===== config.mk =====
export PLATFORM = sky130hd
export DESIGN_NAME = bhsc_bus_ctrl
export DESIGN_NICKNAME = d
export VERILOG_FILES = /design/src/bhsc_pkg.sv /design/src/bhsc_stop_ctrl.sv /design/src/bhsc_bus_ctrl.sv
export VERILOG_INCLUDE_DIRS = /design/src
export SDC_FILE = /design/constraint.sdc
export NUM_CORES = 1
export LEC_CHECK = 0
export BUFFER_PORTS_ARGS = -buffer_cell sky130_fd_sc_hd__buf_2
export CORE_MARGIN = 2
export CORE_UTILIZATION = 51
export CTS_CLUSTER_DIAMETER = 120
export DETAILED_ROUTE_END_ITERATION = 10
export HOLD_SLACK_MARGIN = 0.15
export MAX_ROUTING_LAYER = met4
export PLACE_DENSITY = 0.85
export SETUP_SLACK_MARGIN = 0.1
export SKIP_CTS_REPAIR_TIMING = 1
export SLEW_MARGIN = 20
export SYNTH_ARGS = -nofsm -noshare
export SYNTH_HDL_FRONTEND = slang
export SYNTH_SLANG_ARGS = --single-unit

===== constraint.sdc =====
create_clock -name I_CLOCK -period 3 [get_ports I_CLOCK]
set_input_delay 0.15 -clock I_CLOCK [delete_from_list [all_inputs] [get_ports I_CLOCK]]
set_output_delay 0.15 -clock I_CLOCK [all_outputs]
set_load 0.02 [all_outputs]

===== src/bhsc_defs.svh =====
/*
 Constants for the bus hold and snoop control block: address width,
 bus state encodings, fill sizes and stop-grant timing.
 Assumes inclusion by bare name from the block's design files.
*/
`ifndef BHSC_DEFS_SVH
`define BHSC_DEFS_SVH
`define BHSC_ADDR_W 32
`define BHSC_LINE_BEATS 4'h4
`define BHSC_LINE_LSB 4
`define BHSC_DRAIN_NS 100
`define BHSC_CLK_NS 25
`define BHSC_DRAIN_CYC ((`BHSC_DRAIN_NS + `BHSC_CLK_NS - 1) / `BHSC_CLK_NS)
`define BHSC_ST_IDLE 3'h0
`define BHSC_ST_ADDR 3'h1
`define BHSC_ST_DATA 3'h2
`define BHSC_ST_HOLD 3'h3
`define BHSC_ST_BUS_BACKOFF 3'h4
`endif


===== src/bhsc_pkg.sv =====
/*
 Types shared by the bus hold and snoop control block.
 Assumes bhsc_defs.svh is compiled alongside.
*/
`include "bhsc_defs.svh"
package bhsc_pkg;
   typedef enum logic [2:0] {
      BHSC_IDLE = 3'h0,
      BHSC_ADDR = 3'h1,
      BHSC_DATA = 3'h2,
      BHSC_HOLD = 3'h3,
      BHSC_BUS_BACKOFF = 3'h4
   } bhsc_bus_t;
   typedef enum logic [1:0] {
      BHSC_RUN = 2'h0,
      BHSC_BOUNDARY = 2'h1,
      BHSC_DRAIN = 2'h2,
      BHSC_GRANT = 2'h3
   } bhsc_stop_t;
endpackage


===== src/bhsc_stop_ctrl.sv =====
/*
 Clock-stop sequencer: waits for an instruction boundary, drains the
 pipelines and write buffers, then asks for one stop-grant bus cycle.
 Assumes the requester holds the stop request until the grant cycle runs.
*/
`timescale 1ns/1ps
`include "bhsc_defs.svh"
module bhsc_stop_ctrl (
   input wire logic i_clk,
   input wire logic i_rst,
   input wire logic i_stop_req_n,
   input wire logic i_insn_boundary,
   input wire logic i_irq_pending,
   input wire logic i_buffers_empty,
   input wire logic i_grant_done,
   output logic o_halt,
   output logic o_grant_req
);
   bhsc_pkg::bhsc_stop_t st_q, st_d;
   logic [7:0] drain_q, drain_d;
   logic granted_q, granted_d;
   wire logic stop_seen = ~i_stop_req_n; // active low
   wire logic drained = i_buffers_empty && (drain_q == 8'h00);

   // Sequence; an interrupt at the boundary defers the halt
   always_comb begin
      st_d = st_q;
      drain_d = (drain_q != 8'h00) ? drain_q - 8'h01 : 8'h00;
      // Remembers the grant cycle ran, so a held request gets only one
      granted_d = (st_q == bhsc_pkg::BHSC_GRANT) && (granted_q || i_grant_done);
      case (st_q)
         bhsc_pkg::BHSC_RUN: if (stop_seen) st_d = bhsc_pkg::BHSC_BOUNDARY;
         bhsc_pkg::BHSC_BOUNDARY: if (i_insn_boundary && !i_irq_pending) begin
            st_d = bhsc_pkg::BHSC_DRAIN;
            drain_d = 8'(`BHSC_DRAIN_CYC);
         end
         bhsc_pkg::BHSC_DRAIN: if (drained) st_d = bhsc_pkg::BHSC_GRANT;
         bhsc_pkg::BHSC_GRANT: begin
            // Request is held until here, so release is safe afterwards
            if (granted_d && !stop_seen) st_d = bhsc_pkg::BHSC_RUN;
         end
         default: st_d = bhsc_pkg::BHSC_RUN;
      endcase
   end

   always_ff @(posedge i_clk) begin
      if (i_rst) begin
         st_q <= bhsc_pkg::BHSC_RUN;
         drain_q <= 8'h00;
         granted_q <= 1'b0;
         o_halt <= 1'b0;
         o_grant_req <= 1'b0;
      end else begin
         st_q <= st_d;
         drain_q <= drain_d;
         granted_q <= granted_d;
         o_halt <= (st_d == bhsc_pkg::BHSC_DRAIN) || (st_d == bhsc_pkg::BHSC_GRANT);
         o_grant_req <= (st_d == bhsc_pkg::BHSC_GRANT) && !granted_d;
      end
   end
endmodule // bhsc_stop_ctrl


===== src/bhsc_bus_ctrl.sv =====
/*
 Bus ownership and snoop control: hold and acknowledge, backoff with
 cycle restart, address float, snoop invalidate and line-fill gating.
 Assumes all pins are synchronous to I_CLOCK; the stop request is
 treated as synchronous too.
*/
// Functional notes
// - On stop request, halt at a boundary, drain buffers, run stop-grant cycle.
// - Bus demand output driven whenever bus is needed, never floated.
// - Hold request: finish cycle, burst or lock, then float and acknowledge.
// - Stay surrendered while hold request remains asserted.
// - Acknowledge rises with the float, stays, drops on leaving.
// - Backoff floats the hold pins next clock, without acknowledge.
// - Backoff wins over ready in the same clock.
// - Stay floated during backoff; interrupted cycle restarts from start.
// - Address float request floats only the address bus next clock.
// - Sampled snoop strobe invalidates the matching cache line.
// - Fill enable one clock before first ready makes a line fill.
// - Fill enable one clock before last ready writes line to cache.
// - Polarities: hold, ack, demand, addr float, stop grant high; others low.
`timescale 1ns/1ps
`include "bhsc_defs.svh"
module bhsc_bus_ctrl (
   input wire logic I_CLOCK,
   input wire logic I_SYS_RST,
   input wire logic I_HOLD_REQ,
   input wire logic I_BUS_BACKOFF_N,
   input wire logic I_ADDRESS_FLOAT_REQUEST,
   input wire logic I_SNOOP_ADDRESS_STROBE_N,
   input wire logic I_CACHEABLE_FILL_ENABLE_N,
   input wire logic I_CYCLE_READY_N,
   input wire logic I_BURST_READY_N,
   input wire logic I_CLOCK_STOP_REQUEST_N,
   input wire logic [31:0] I_ADDR,
   input wire logic I_CORE_REQ,
   input wire logic I_CORE_WRITE,
   input wire logic I_CORE_CACHEABLE,
   input wire logic I_CORE_LOCK,
   input wire logic [31:0] I_CORE_ADDR,
   input wire logic I_INSN_BOUNDARY,
   input wire logic I_IRQ_PENDING,
   input wire logic I_BUFFERS_EMPTY,
   output logic [31:0] O_ADDR,
   output logic O_ADDR_OE,
   output logic O_CTRL_OE,
   output logic O_ADDR_STROBE_N,
   output logic O_STOP_GRANT,
   output logic O_INTERNAL_BUS_DEMAND,
   output logic O_BUS_SURRENDER_ACK,
   output logic O_CYCLE_DONE,
   output logic O_LINE_FILL,
   output logic O_CACHE_WRITE,
   output logic O_SNOOP_INVALIDATE,
   output logic [27:0] O_SNOOP_LINE,
   output logic O_HALT
);
   bhsc_pkg::bhsc_bus_t st_q, st_d;
   logic [31:0] cyc_addr_q;
   logic cyc_write_q, cyc_cache_q, cyc_grant_q, fill_q, ken_prev_q, first_q;
   logic [3:0] beat_q;
   logic halt_w, grant_req_w;

   // Polarity decode of the sampled pins
   wire logic backoff = ~I_BUS_BACKOFF_N;
   wire logic rdy = ~I_CYCLE_READY_N;
   wire logic burst_ready = ~I_BURST_READY_N;
   wire logic ken = ~I_CACHEABLE_FILL_ENABLE_N;
   wire logic snoop = ~I_SNOOP_ADDRESS_STROBE_N;
   // Backoff masks ready so no data is taken in that clock
   wire logic ready = (rdy || burst_ready) && !backoff;
   // A fill is decided on the first beat, so that beat must not end the burst
   wire logic fill_now = (beat_q == 4'h0) && cyc_cache_q && !cyc_write_q && ken_prev_q;
   wire logic last_beat = !(fill_q || fill_now) || rdy || (beat_q == `BHSC_LINE_BEATS - 4'h1);
   wire logic done = (st_q == bhsc_pkg::BHSC_DATA) && ready && last_beat;
   wire logic want = I_CORE_REQ || grant_req_w;
   // Locked sequences keep the bus until the core drops its lock
   wire logic may_hold = I_HOLD_REQ && !I_CORE_LOCK;
   wire logic floated = (st_d == bhsc_pkg::BHSC_HOLD) || (st_d == bhsc_pkg::BHSC_BUS_BACKOFF);

   bhsc_stop_ctrl u_stop (
      .i_clk(I_CLOCK),
      .i_rst(I_SYS_RST),
      .i_stop_req_n(I_CLOCK_STOP_REQUEST_N),
      .i_insn_boundary(I_INSN_BOUNDARY),
      .i_irq_pending(I_IRQ_PENDING),
      .i_buffers_empty(I_BUFFERS_EMPTY),
      .i_grant_done(done && cyc_grant_q),
      .o_halt(halt_w),
      .o_grant_req(grant_req_w)
   );

   // Bus state; backoff beats everything except a granted hold, hold waits for cycle end
   always_comb begin
      st_d = st_q;
      case (st_q)
         bhsc_pkg::BHSC_IDLE: begin
            if (backoff) st_d = bhsc_pkg::BHSC_BUS_BACKOFF;
            else if (may_hold) st_d = bhsc_pkg::BHSC_HOLD;
            else if (want) st_d = bhsc_pkg::BHSC_ADDR;
         end
         bhsc_pkg::BHSC_ADDR: st_d = backoff ? bhsc_pkg::BHSC_BUS_BACKOFF : bhsc_pkg::BHSC_DATA;
         bhsc_pkg::BHSC_DATA: begin
            if (backoff) st_d = bhsc_pkg::BHSC_BUS_BACKOFF;
            else if (done) st_d = may_hold ? bhsc_pkg::BHSC_HOLD : bhsc_pkg::BHSC_IDLE;
         end
         bhsc_pkg::BHSC_HOLD: if (!I_HOLD_REQ) st_d = bhsc_pkg::BHSC_IDLE;
         bhsc_pkg::BHSC_BUS_BACKOFF: begin
            // Restart the pending cycle from its address phase
            if (!backoff) st_d = first_q ? bhsc_pkg::BHSC_IDLE : bhsc_pkg::BHSC_ADDR;
         end
         default: st_d = bhsc_pkg::BHSC_IDLE;
      endcase
   end

   // State and cycle bookkeeping
   always_ff @(posedge I_CLOCK) begin
      if (I_SYS_RST) begin
         st_q <= bhsc_pkg::BHSC_IDLE;
         cyc_addr_q <= 32'h00000000;
         {cyc_write_q, cyc_cache_q, cyc_grant_q, fill_q, ken_prev_q} <= 5'h00;
         first_q <= 1'b1;
         beat_q <= 4'h0;
      end else begin
         st_q <= st_d;
         ken_prev_q <= ken; // Fill enable is judged one clock before ready
         if (st_q == bhsc_pkg::BHSC_IDLE && st_d == bhsc_pkg::BHSC_ADDR) begin
            cyc_addr_q <= I_CORE_ADDR;
            cyc_write_q <= I_CORE_WRITE && !grant_req_w;
            cyc_cache_q <= I_CORE_CACHEABLE && !grant_req_w;
            cyc_grant_q <= grant_req_w;
            first_q <= 1'b0;
         end
         if (st_d == bhsc_pkg::BHSC_ADDR) begin
            beat_q <= 4'h0; // Restart also rewinds the fill
            fill_q <= 1'b0;
         end else if (st_q == bhsc_pkg::BHSC_DATA && ready) begin
            beat_q <= beat_q + 4'h1;
            if (beat_q == 4'h0 && cyc_cache_q && !cyc_write_q && ken_prev_q)
               fill_q <= 1'b1;
         end
         if (done) first_q <= 1'b1;
      end
   end

   // Registered pins; acknowledge and float move together
   always_ff @(posedge I_CLOCK) begin
      if (I_SYS_RST) begin
         O_ADDR <= 32'h00000000;
         {O_ADDR_OE, O_CTRL_OE, O_STOP_GRANT, O_BUS_SURRENDER_ACK} <= 4'h0;
         O_ADDR_STROBE_N <= 1'b1;
         O_INTERNAL_BUS_DEMAND <= 1'b0;
         {O_CYCLE_DONE, O_LINE_FILL, O_CACHE_WRITE, O_SNOOP_INVALIDATE} <= 4'h0;
         O_SNOOP_LINE <= 28'h0000000;
         O_HALT <= 1'b0;
      end else begin
         O_ADDR <= (st_d == bhsc_pkg::BHSC_ADDR && st_q == bhsc_pkg::BHSC_IDLE) ?
                   I_CORE_ADDR : cyc_addr_q;
         O_CTRL_OE <= !floated;
         // Address float leaves the rest of the bus driven
         O_ADDR_OE <= !floated && !I_ADDRESS_FLOAT_REQUEST;
         O_ADDR_STROBE_N <= !(st_d == bhsc_pkg::BHSC_ADDR);
         O_STOP_GRANT <= (st_d != bhsc_pkg::BHSC_IDLE) && (st_d != bhsc_pkg::BHSC_HOLD) &&
                         (st_q == bhsc_pkg::BHSC_IDLE ? grant_req_w : cyc_grant_q);
         O_BUS_SURRENDER_ACK <= (st_d == bhsc_pkg::BHSC_HOLD);
         // Demand is a pure level, never floated, even while held off
         O_INTERNAL_BUS_DEMAND <= want || (st_d == bhsc_pkg::BHSC_BUS_BACKOFF && !first_q);
         O_CYCLE_DONE <= done;
         O_LINE_FILL <= fill_q || (st_q == bhsc_pkg::BHSC_DATA && ready &&
                        beat_q == 4'h0 && cyc_cache_q && !cyc_write_q && ken_prev_q);
         O_CACHE_WRITE <= done && fill_q && ken_prev_q;
         // Address pins carry the snooped address when strobed
         O_SNOOP_INVALIDATE <= snoop;
         if (snoop) O_SNOOP_LINE <= I_ADDR[31:`BHSC_LINE_LSB];
         O_HALT <= halt_w;
      end
   end
endmodule // bhsc_bus_ctrl


# == Yosys cells after proc, flatten, opt, wreduce, memory -nomap -nowiden ==
# Index checks and enable logic that the tools add are counted.
# op_classes
n_addsub,2
eq_ne,14
muxes,20
n_bitwise,4
n_reduce_logical,55
# ops
op,n
$logic_and 1x1->1,26
$mux 3,8
$mux 8,3
$pmux 3 s5,1
$logic_not 1->1,10
$logic_or 1x1->1,10
$mux 2,5
$eq 3x2->1 const B,3
$eq 2x2->1 const B,4
$logic_not 8->1,1
$pmux 2 s4,1
$reduce_bool 8->1,1
$sub 8x1->8 const B,1
$eq 3x1->1 const B,2
$eq 3x3->1 const B,2
$add 4x1->4 const B,1
$eq 4x2->1 const B,1
$logic_not 4->1,1
$not 1->1,4
$reduce_or 2->1,2
$logic_not 3->1,1
$ne 3x2->1 const B,1
$reduce_bool 3->1,1
$eq 2x1->1 const B,1
other kinds (3),4
# word_totals
register_bits,97
input_bits,81
output_inout_bits,71
elab_cells,121

# == Longest topological paths before layout ==
# Gate-level depths: netlist (run 1).
# logic_depth
word_depth,17
ltp_mapped,10
depth_no_buf,8

# == Modules after synthesis ==
# Synthesis (run 1) repeated with hierarchy kept, for this count alone.
# unflattened
hier_cells,394
area_unflattened_um2,3669.8
# modules_own_cells
module,instances,cells_each,area_per_inst_um2,seq_area_each_um2
bhsc_bus_ctrl,1,337,3104.2,1681.6
bhsc_stop_ctrl,1,57,565.5,260.2

# == Worst setup path before layout (run 1) ==
# No wires, ideal clock.
# synth_path
path_type,register to register
start,register beat_q[0]
end,register O_ADDR[2]
setup_time_ns,0.128
arrival_ns,1.785
required_ns,2.872
slack_ns,1.087
path_stages_with_launch,11
path_buffers,2
synth_period_minus_slack_ns,1.913
path_cell_list,dfxtp_1 -> inv_1 -> ha_1 -> and4b_1 -> a21oi_1 -> o21a_4 -> o211a_4 -> buf_8 -> buf_12 -> mux2i_1 -> nor2_1
# synth_via
elab_chain_cells,14
word_cells_on_any_way,15
cone_classes,2 x eq/ne; 3 x mux; 10 x reduce/logical
# synth_rtl
element,line_no,rtl
start: declaration,bhsc_bus_ctrl.sv:60,logic [3:0] beat_q;
start signal: assignment,bhsc_bus_ctrl.sv:137,beat_q <= beat_q + 4'h1;
$logic_not 4->1,bhsc_bus_ctrl.sv:72,wire logic fill_now = (beat_q == 4'h0) && cyc_cache_q && !cyc_write_q && ken_prev_q;
$logic_and 1x1->1 (3 in series),bhsc_bus_ctrl.sv:72,
$logic_or 1x1->1,bhsc_bus_ctrl.sv:73,wire logic last_beat = !(fill_q || fill_now) || rdy || (beat_q == `BHSC_LINE_BEATS - 4'h1);
$logic_not 1->1,bhsc_bus_ctrl.sv:73,
$logic_or 1x1->1,bhsc_bus_ctrl.sv:73,
$logic_or 1x1->1 *,bhsc_bus_ctrl.sv:73,
$logic_and 1x1->1 *,bhsc_bus_ctrl.sv:74,wire logic done = (st_q == bhsc_pkg::BHSC_DATA) && ready && last_beat;
$mux 3 *,bhsc_bus_ctrl.sv:104,else if (done) st_d = may_hold ? bhsc_pkg::BHSC_HOLD : bhsc_pkg::BHSC_IDLE;
$mux 3 *,bhsc_bus_ctrl.sv:103,if (backoff) st_d = bhsc_pkg::BHSC_BUS_BACKOFF;
$pmux 3 s5 *,bhsc_bus_ctrl.sv:95,case (st_q)
$eq 3x1->1 *,bhsc_bus_ctrl.sv:156,O_ADDR <= (st_d == bhsc_pkg::BHSC_ADDR && st_q == bhsc_pkg::BHSC_IDLE) ?
$logic_and 1x1->1 *,bhsc_bus_ctrl.sv:156,
end signal: assignment,bhsc_bus_ctrl.sv:156,
end: declaration,bhsc_bus_ctrl.sv:43,"output logic [31:0] O_ADDR,"
# Every way passes the cells marked *; elsewhere a longest branch is shown, timed or not.
# A chain may end at the register's enable or synchronous reset.

# == Final worst setup path (run 1) ==
# layout_path
start,register beat_q[0]
end,register u_stop.st_q[1]
# layout_via
elab_chain_cells,15
word_cells_on_any_way,16
cone_classes,1 x eq/ne; 2 x mux; 13 x reduce/logical
# layout_rtl
element,line_no,rtl
$logic_not 4->1,bhsc_bus_ctrl.sv:72,
$logic_and 1x1->1 (3 in series),bhsc_bus_ctrl.sv:72,
$logic_or 1x1->1,bhsc_bus_ctrl.sv:73,
$logic_not 1->1,bhsc_bus_ctrl.sv:73,
$logic_or 1x1->1,bhsc_bus_ctrl.sv:73,
$logic_or 1x1->1 *,bhsc_bus_ctrl.sv:73,
$logic_and 1x1->1 *,bhsc_bus_ctrl.sv:74,
$logic_and 1x1->1 *,bhsc_bus_ctrl.sv:87,".i_grant_done(done && cyc_grant_q),"
$logic_or 1x1->1 *,bhsc_stop_ctrl.sv:30,granted_d = (st_q == bhsc_pkg::BHSC_GRANT) && (granted_q || i_grant_done);
$logic_and 1x1->1 *,bhsc_stop_ctrl.sv:30,
$logic_and 1x1->1 *,bhsc_stop_ctrl.sv:40,if (granted_d && !stop_seen) st_d = bhsc_pkg::BHSC_RUN;
$mux 2 *,bhsc_stop_ctrl.sv:40,
$pmux 2 s4 *,bhsc_stop_ctrl.sv:31,case (st_q)
end signal: assignment,bhsc_stop_ctrl.sv:48,st_q <= bhsc_pkg::BHSC_RUN;
end signal: assignment,bhsc_stop_ctrl.sv:54,st_q <= st_d;
end: declaration,bhsc_stop_ctrl.sv:19,"bhsc_pkg::bhsc_stop_t st_q, st_d;"
# Marks and branches as above.

==> impl_metrics.py, run 1 <==
metrics = {
    "run_status": {
        "status": "finished clean",
    },
    "global_routing": {
        "overflow": 0,
        "grt_pass1_wl_mm": 12.1,
        "grt_max_degree": 39,
        "grt_pass1_vias": 2798,
        "antenna_found_initial": 0,
        "grt_usage_pct": 19.9,
    },
    "timing": {
        "rsz0062_at_grt": "no",
        "holdWs_ps": 139,
        "setup_viol": 0,
        "fin_skew_ps": 15.6,
        "post-route-period-util_pct": 82.3,
        "tns_ps": 0,
        "maxSlewHeadroom_pct": 42.4,
        "layout_min_cycle_time_ps": 2470,
        "fmax_mhz": 405,
        "hold_viol_final": 0,
        "final-max-slew-violation-count": 0,
        "tightest_slew_ps": 864,
    },
    "routing": {
        "routedWlPerCell_um": 14.5,
        "first_pass_iters": 4,
        "vias_per_cell": 4.94,
        "drtAntennaViolNets": 0,
        "vias": 3341,
        "drc_errors": 0,
        "first_iter_violations": 108,
        "totalWireLength_mm": 9.82,
    },
    "critical_path": {
        "path_depth": 9,
        "rrSetupSlack_ps": 530,
        "arrival_ps": 2730,
        "cp_top_family": "compound AO/OA/AOI/OAI gates",
        "crit_fanout": 6,
        "worstSetupEndpointType": "flop",
        "r2r-end": "u_stop.st_q[1]",
        "critPathLaunchType": "flop",
        "critical-path-slowest-cell": "dlygate4sd3_1",
        "ff2ff_path_depth": 9,
        "worst-path-buf-inv": 2,
        "path_common_cell": "a21oi_1",
        "crit_chain": "inv_1 -> ha_1 -> and4b_1 -> a21oi_1 -> o21a_4 -> a21oi_1 -> nor2b_1 -> a311oi_1 -> dlygate4sd3_1",
        "reg2reg_from": "beat_q[0]",
        "cpPeakStageDelay_ps": 590,
        "crit_type": "flop to flop",
        "required_ps": 3270,
    },
    "floorplanning": {
        "coreArea_um2": 7180,
        "rows": 31,
        "initial_core_util_pct": 52.0,
        "fp.dieH_um": 89.5,
        "dieWidth_um": 89.5,
        "design.die.area_um2": 8020,
        "io_pins": 152,
    },
    "layout": {
        "antenna_cells": 0,
        "area_growth_pct": 43.6,
        "final_common_cell": "buf_2",
        "fin_nets": 657,
        "layout_common_cells": "buf_2 (147), dfxtp_1 (97), nor2_1 (94), dlygate4sd3_1 (66), mux2i_1 (62)",
        "drive_gt1_share_pct": 31.1,
        "utilization_pct": 74.7,
        "fill_cells": 468,
    },
    "logic_synthesis": {
        "synth-seq-cells": 97,
        "yosysSeqAreaShare_pct": 52.0,
        "synth-edff-count": 0,
        "async_flop_share_pct": 0,
        "ys_warn_count": 0,
        "synth_top_area_cell": "dfxtp_1",
        "synth_top_area_share_pct": 52.0,
        "synthFlopType": "dfxtp_1",
        "syn_area_per_cell_um2": 10.3,
        "ys_top_cells_by_area": "dfxtp_1 (52%), mux2i_1 (17%), nor2_1 (9.5%)",
        "syn-num-nets": 447,
        "synthCells": 363,
        "synth_area_um2": 3730,
        "yosys.cell_types.count": 55,
    },
    "clock_tree": {
        "insertion_delay_ps": 370,
        "path_clk_slew_ps": 110,
        "cts.sinks": 97,
        "cts_buffer_depth": 2,
        "numCtsBuffers": 9,
        "htree_levels": 3,
        "clock-root-buffer": "clkbuf_8",
        "cts_tree": "built",
    },
    "pwr": {
        "power.density_nw_per_um2": 545,
        "pwr-share-comb_pct": 21.2,
        "intPower_uw": 2010,
        "power_frac_clock_pct": 28.7,
        "switching_power_uw": 905,
        "p_seq_share_pct": 50.1,
        "irDropWorstVdd_v": 0.000305,
        "netSwitchingFraction_pct": 31.0,
        "p_leak_uw": 0.00250,
    },
    "hold_path": {
        "min_path_type": "input port to flop",
        "worstHoldStart": "I_CORE_REQ",
        "min_to": "O_INTERNAL_BUS_DEMAND",
        "hold_depth": 4,
    },
    "run": {
        "drv_cap": 0,
    },
    "place": {
        "place.gp.congestion": 0.860,
        "post-dp-hpwl_mm": 5.73,
        "port_buffers": 147,
    },
}
[worst max-delay path by stage]
stage,slack (ps),startpoint,to
after detailed placement,670,beat_q[0],O_ADDR[29]
after floorplan,1090,beat_q[0],O_ADDR[2]
after CTS,660,beat_q[0],O_ADDR[29]
after global placement,750,beat_q[0],O_ADDR[17]
final,530,beat_q[0],u_stop.st_q[1]
after global routing,450,beat_q[0],u_stop.st_q[1]
[layer usage]
metal,part of all wire (%),global-route usage [%]
met1,40,23.0
met2,55,33.0
met3,4.0,4.43
met4,1.7,8.82
met5,0,-
[metrics by stage]
step	instances	instance area [um^2]	total power (uW)	worst slack, ps
floorplan	363	3730	1880	1090
global placement	595	4500	2000	751
detailed placement	595	4500	2030	672
CTS	611	4700	2840	663
global route	677	5360	3060	449
finish	677	5360	2920	532
[flip-flops by register name, summed over array words and instances, names as in the netlist, 2 cells and up]
signal / count
O_ADDR: 32
O_SNOOP_LINE: 28
beat_q: 4
st_q: 3
u_stop.drain_q: 8
u_stop.st_q: 2
[power groups by stage]
stage	Sequential, uW	Combinational, uW	Clock (uW)
final	1460	620	837
after CTS	1460	547	839
after floorplan	1530	344	0
after global placement	1480	522	0
after detailed placement	1490	540	0
after global routing	1480	683	901
[cell families (layout without fill, tap and decap cells)]
kind of cell / after synthesis / after routing / share of synthesized area [%]
flip-flops: 97 / 97 / 52.0
AO/OA/AOI/OAI: 36 / 36 / 8.41
multiplexers: 62 / 62 / 16.6
buffers and inverters: 23 / 238 / 3.65
AND/OR/NAND/NOR: 133 / 133 / 16.1
XOR/XNOR: 8 / 8 / 1.88
adder cells (fa/ha/maj): 4 / 4 / 1.27
[final cells by class]
| cell class | instances | area (um^2) | share of cell area, % |
|---|---|---|---|
| flip-flops and latches | 97 | 1940 | 36.2 |
| multi-input cells | 243 | 1650 | 30.9 |
| repair buffers | 216 | 1420 | 26.5 |
| clock buffers | 9 | 124 | 2.31 |
| well taps | 99 | 124 | 2.31 |
| clock inverters | 7 | 73.8 | 1.38 |
| inverters | 6 | 22.5 | 0.420 |
[synth_stat cells, drive strengths merged (2+ instances only)]
| library cell | instances |
|---|---|
| clkbuf | 9 |
| nand2 | 8 |
| xnor2 | 3 |
| nor3b | 3 |
| inv | 6 |
| buf | 8 |
| xor2 | 5 |
| a21oi | 9 |
| nand2b | 5 |
| o21ai | 5 |
| or2 | 2 |
| nand3b | 3 |
| o31ai | 2 |
| nor2 | 94 |
| o21a | 2 |
| ha | 3 |
| dfxtp | 97 |
| a31oi | 2 |
| nor2b | 6 |
| a21boi | 2 |
| a311oi | 4 |
| nor3 | 2 |
| mux2i | 62 |
| nand3 | 2 |
| a2111oi | 2 |
[tightest hold or removal path, cell delays in order]
cell,delay [ps]
buf_2,90
nor2_1,40
a21boi_0,110
nor2_1,70
Note: power is estimated with default switching activity, not from simulation.
==> run 2, diff against run 1 <==
- CORE_UTILIZATION: 51 -> 48
- PLACE_DENSITY: 0.85 -> 0.81
- clock period: 3 -> 2.57 ns (I/O delays scaled with it)
==> impl_metrics.py, run 2 (synthesis gave the netlist of run 1 again) <==
metrics = {
    "clock_tree": {
        "path_clk_slew_ps": 100,
        "insertion_delay_ps": 350,
        "htree_levels": 3,
        "cts_buffer_depth": 2,
        "numCtsBuffers": 9,
        "cts_tree": "built",
        "clock-root-buffer": "clkbuf_8",
        "cts.sinks": 97,
    },
    "critical_path": {
        "worstSetupEndpointType": "flop",
        "required_ps": 2790,
        "critPathLaunchType": "flop",
        "crit_fanout": 14,
        "cpPeakStageDelay_ps": 400,
        "worst-path-buf-inv": 2,
        "crit_type": "flop to flop",
        "cp_top_family": "compound AO/OA/AOI/OAI gates",
        "arrival_ps": 2480,
        "critical-path-slowest-cell": "dfxtp_1",
        "crit_chain": "inv_1 -> ha_1 -> and4b_1 -> a21oi_1 -> o21a_4 -> o211a_4 -> buf_12 -> mux2i_1 -> nor2_1",
    },
    "routing": {
        "totalWireLength_mm": 10.0,
        "first_iter_violations": 159,
        "vias": 3420,
        "first_pass_iters": 4,
        "drc_errors": 0,
        "drtAntennaViolNets": 0,
        "vias_per_cell": 5.01,
        "routedWlPerCell_um": 14.7,
    },
    "layout": {
        "largest_reg_flops": 32,
        "fin_nets": 659,
        "layout.cells.non_filler": 682,
        "seq_area_um2": 1940,
        "layout_common_cells": "buf_2 (147), dfxtp_1 (97), nor2_1 (94), dlygate4sd3_1 (66), mux2i_1 (62)",
        "fill_cells": 574,
        "drive_gt1_share_pct": 31.4,
        "reg_top3": "O_ADDR: 32 flops, O_SNOOP_LINE: 28 flops, u_stop.drain_q: 8 flops",
        "final_common_cell": "buf_2",
        "utilization_pct": 70.8,
        "top_register": "O_ADDR",
        "multi_input_area_um2": 1650,
        "area_growth_pct": 45.2,
        "antenna_cells": 0,
    },
    "timing": {
        "maxSlewHeadroom_pct": 43.7,
        "fmax_mhz": 444,
        "tightest_slew_ps": 845,
        "fin_skew_ps": 11.3,
        "post-route-period-util_pct": 87.7,
        "hold_viol_final": 0,
        "rsz0062_at_grt": "no",
        "tns_ps": 0,
        "layout_min_cycle_time_ps": 2250,
        "setup_viol": 0,
        "final-max-slew-violation-count": 0,
        "worst_slack_ps": 317,
    },
    "pwr": {
        "pwr-share-comb_pct": 21.1,
        "switching_power_uw": 1000,
        "power_uw": 3490,
        "p_leak_uw": 0.00252,
        "power.density_nw_per_um2": 643,
        "power_frac_clock_pct": 30.0,
        "p_seq_share_pct": 48.9,
        "netSwitchingFraction_pct": 28.7,
        "irDropWorstVdd_v": 0.000387,
        "intPower_uw": 2490,
    },
    "global_routing": {
        "grt_busiest_layer": "met2",
        "grt_pass1_wl_mm": 13.1,
        "grtUsageMet1_pct": 21.1,
        "grt_max_degree": 33,
        "grt_pass1_vias": 3039,
        "overflow": 0,
        "antenna_found_initial": 0,
        "grt_use_met3_pct": 3.53,
        "use_met2_pct": 34.9,
        "grt_usage_pct": 19.2,
    },
    "place": {
        "place.gp.congestion": 0.863,
        "dp_cells": 600,
        "post-place-ws_ps": 359,
        "port_buffers": 147,
        "post-dp-hpwl_mm": 5.88,
    },
    "hold_path": {
        "min_path_type": "input port to flop",
    },
    "run_status": {
        "status": "finished clean",
    },
    "floorplanning": {
        "rows": 32,
        "fp.dieH_um": 92.2,
        "coreArea_um2": 7650,
        "dieWidth_um": 92.2,
        "design.die.area_um2": 8500,
        "initial_core_util_pct": 48.8,
        "io_pins": 152,
    },
    "run": {
        "drv_cap": 0,
    },
}
-- run 2: changes by cell type in the layout (fill, tap and decap cells not counted), sizes merged --
cell    before  now
inv          9    8
clkbuf       9   11
clkinv       4    2
buf        150  152
bufinv       0    1
-- run 2: per-layer routing --
layer | share of wire (%) | wire, um | up-vias
li1 | - | - | 1652
met1 | 39 | 3870 | 1626
met2 | 55 | 5510 | 121
met3 | 4.1 | 413 | 21
met4 | 2.0 | 202 | 0
met5 | 0 | 0 | -
-- run 2: worst reg2reg max path, cell delays in order, from the launching register on --
cell and delay [ps]:
dfxtp_1 400, inv_1 60, ha_1 200, and4b_1 200
a21oi_1 210, o21a_4 210, o211a_4 360, buf_12 210
mux2i_1 240, nor2_1 60
-- run 2: cell type report --
class                           count  share of cell area, %
Clock buffer                       11                   2.79
Clock inverter                      5                   1.13
Inverter                            6                  0.416
Multi-Input combinational cell    243                   30.5
Sequential cell                    97                   35.8
Tap cell                          102                   2.36
Timing Repair Buffer              218                   26.9
-- run 2: metrics by stage --
step / hold WS, ps / cell area [um^2]
after global routing: 157 / 5420
after floorplan: 201 / 3730
after global placement: 286 / 4540
final: 129 / 5420
after CTS: -89.4 / 4760
after detailed placement: 289 / 4540
-- run 2: path summary, 6_finish.rpt --
path,startpoint,to,slack (ps),depth (start not counted)
setup / recovery,beat_q[0],O_ADDR[15],320,9
hold reg to reg,u_stop.o_halt,O_HALT,440,1
hold / removal,I_CORE_REQ,O_INTERNAL_BUS_DEMAND,130,4
setup reg to reg,beat_q[0],O_ADDR[15],320,9
-- run 2: power by group through the flow --
stage	clock (uW)	sequential (uW)	combinational [uW]
6_report	1050	1700	736
2_1_floorplan	0	1790	401
5_1_grt	1130	1720	807
3_3_place_gp	0	1730	621
4_1_cts	1060	1700	650
3_5_place_dp	0	1730	646
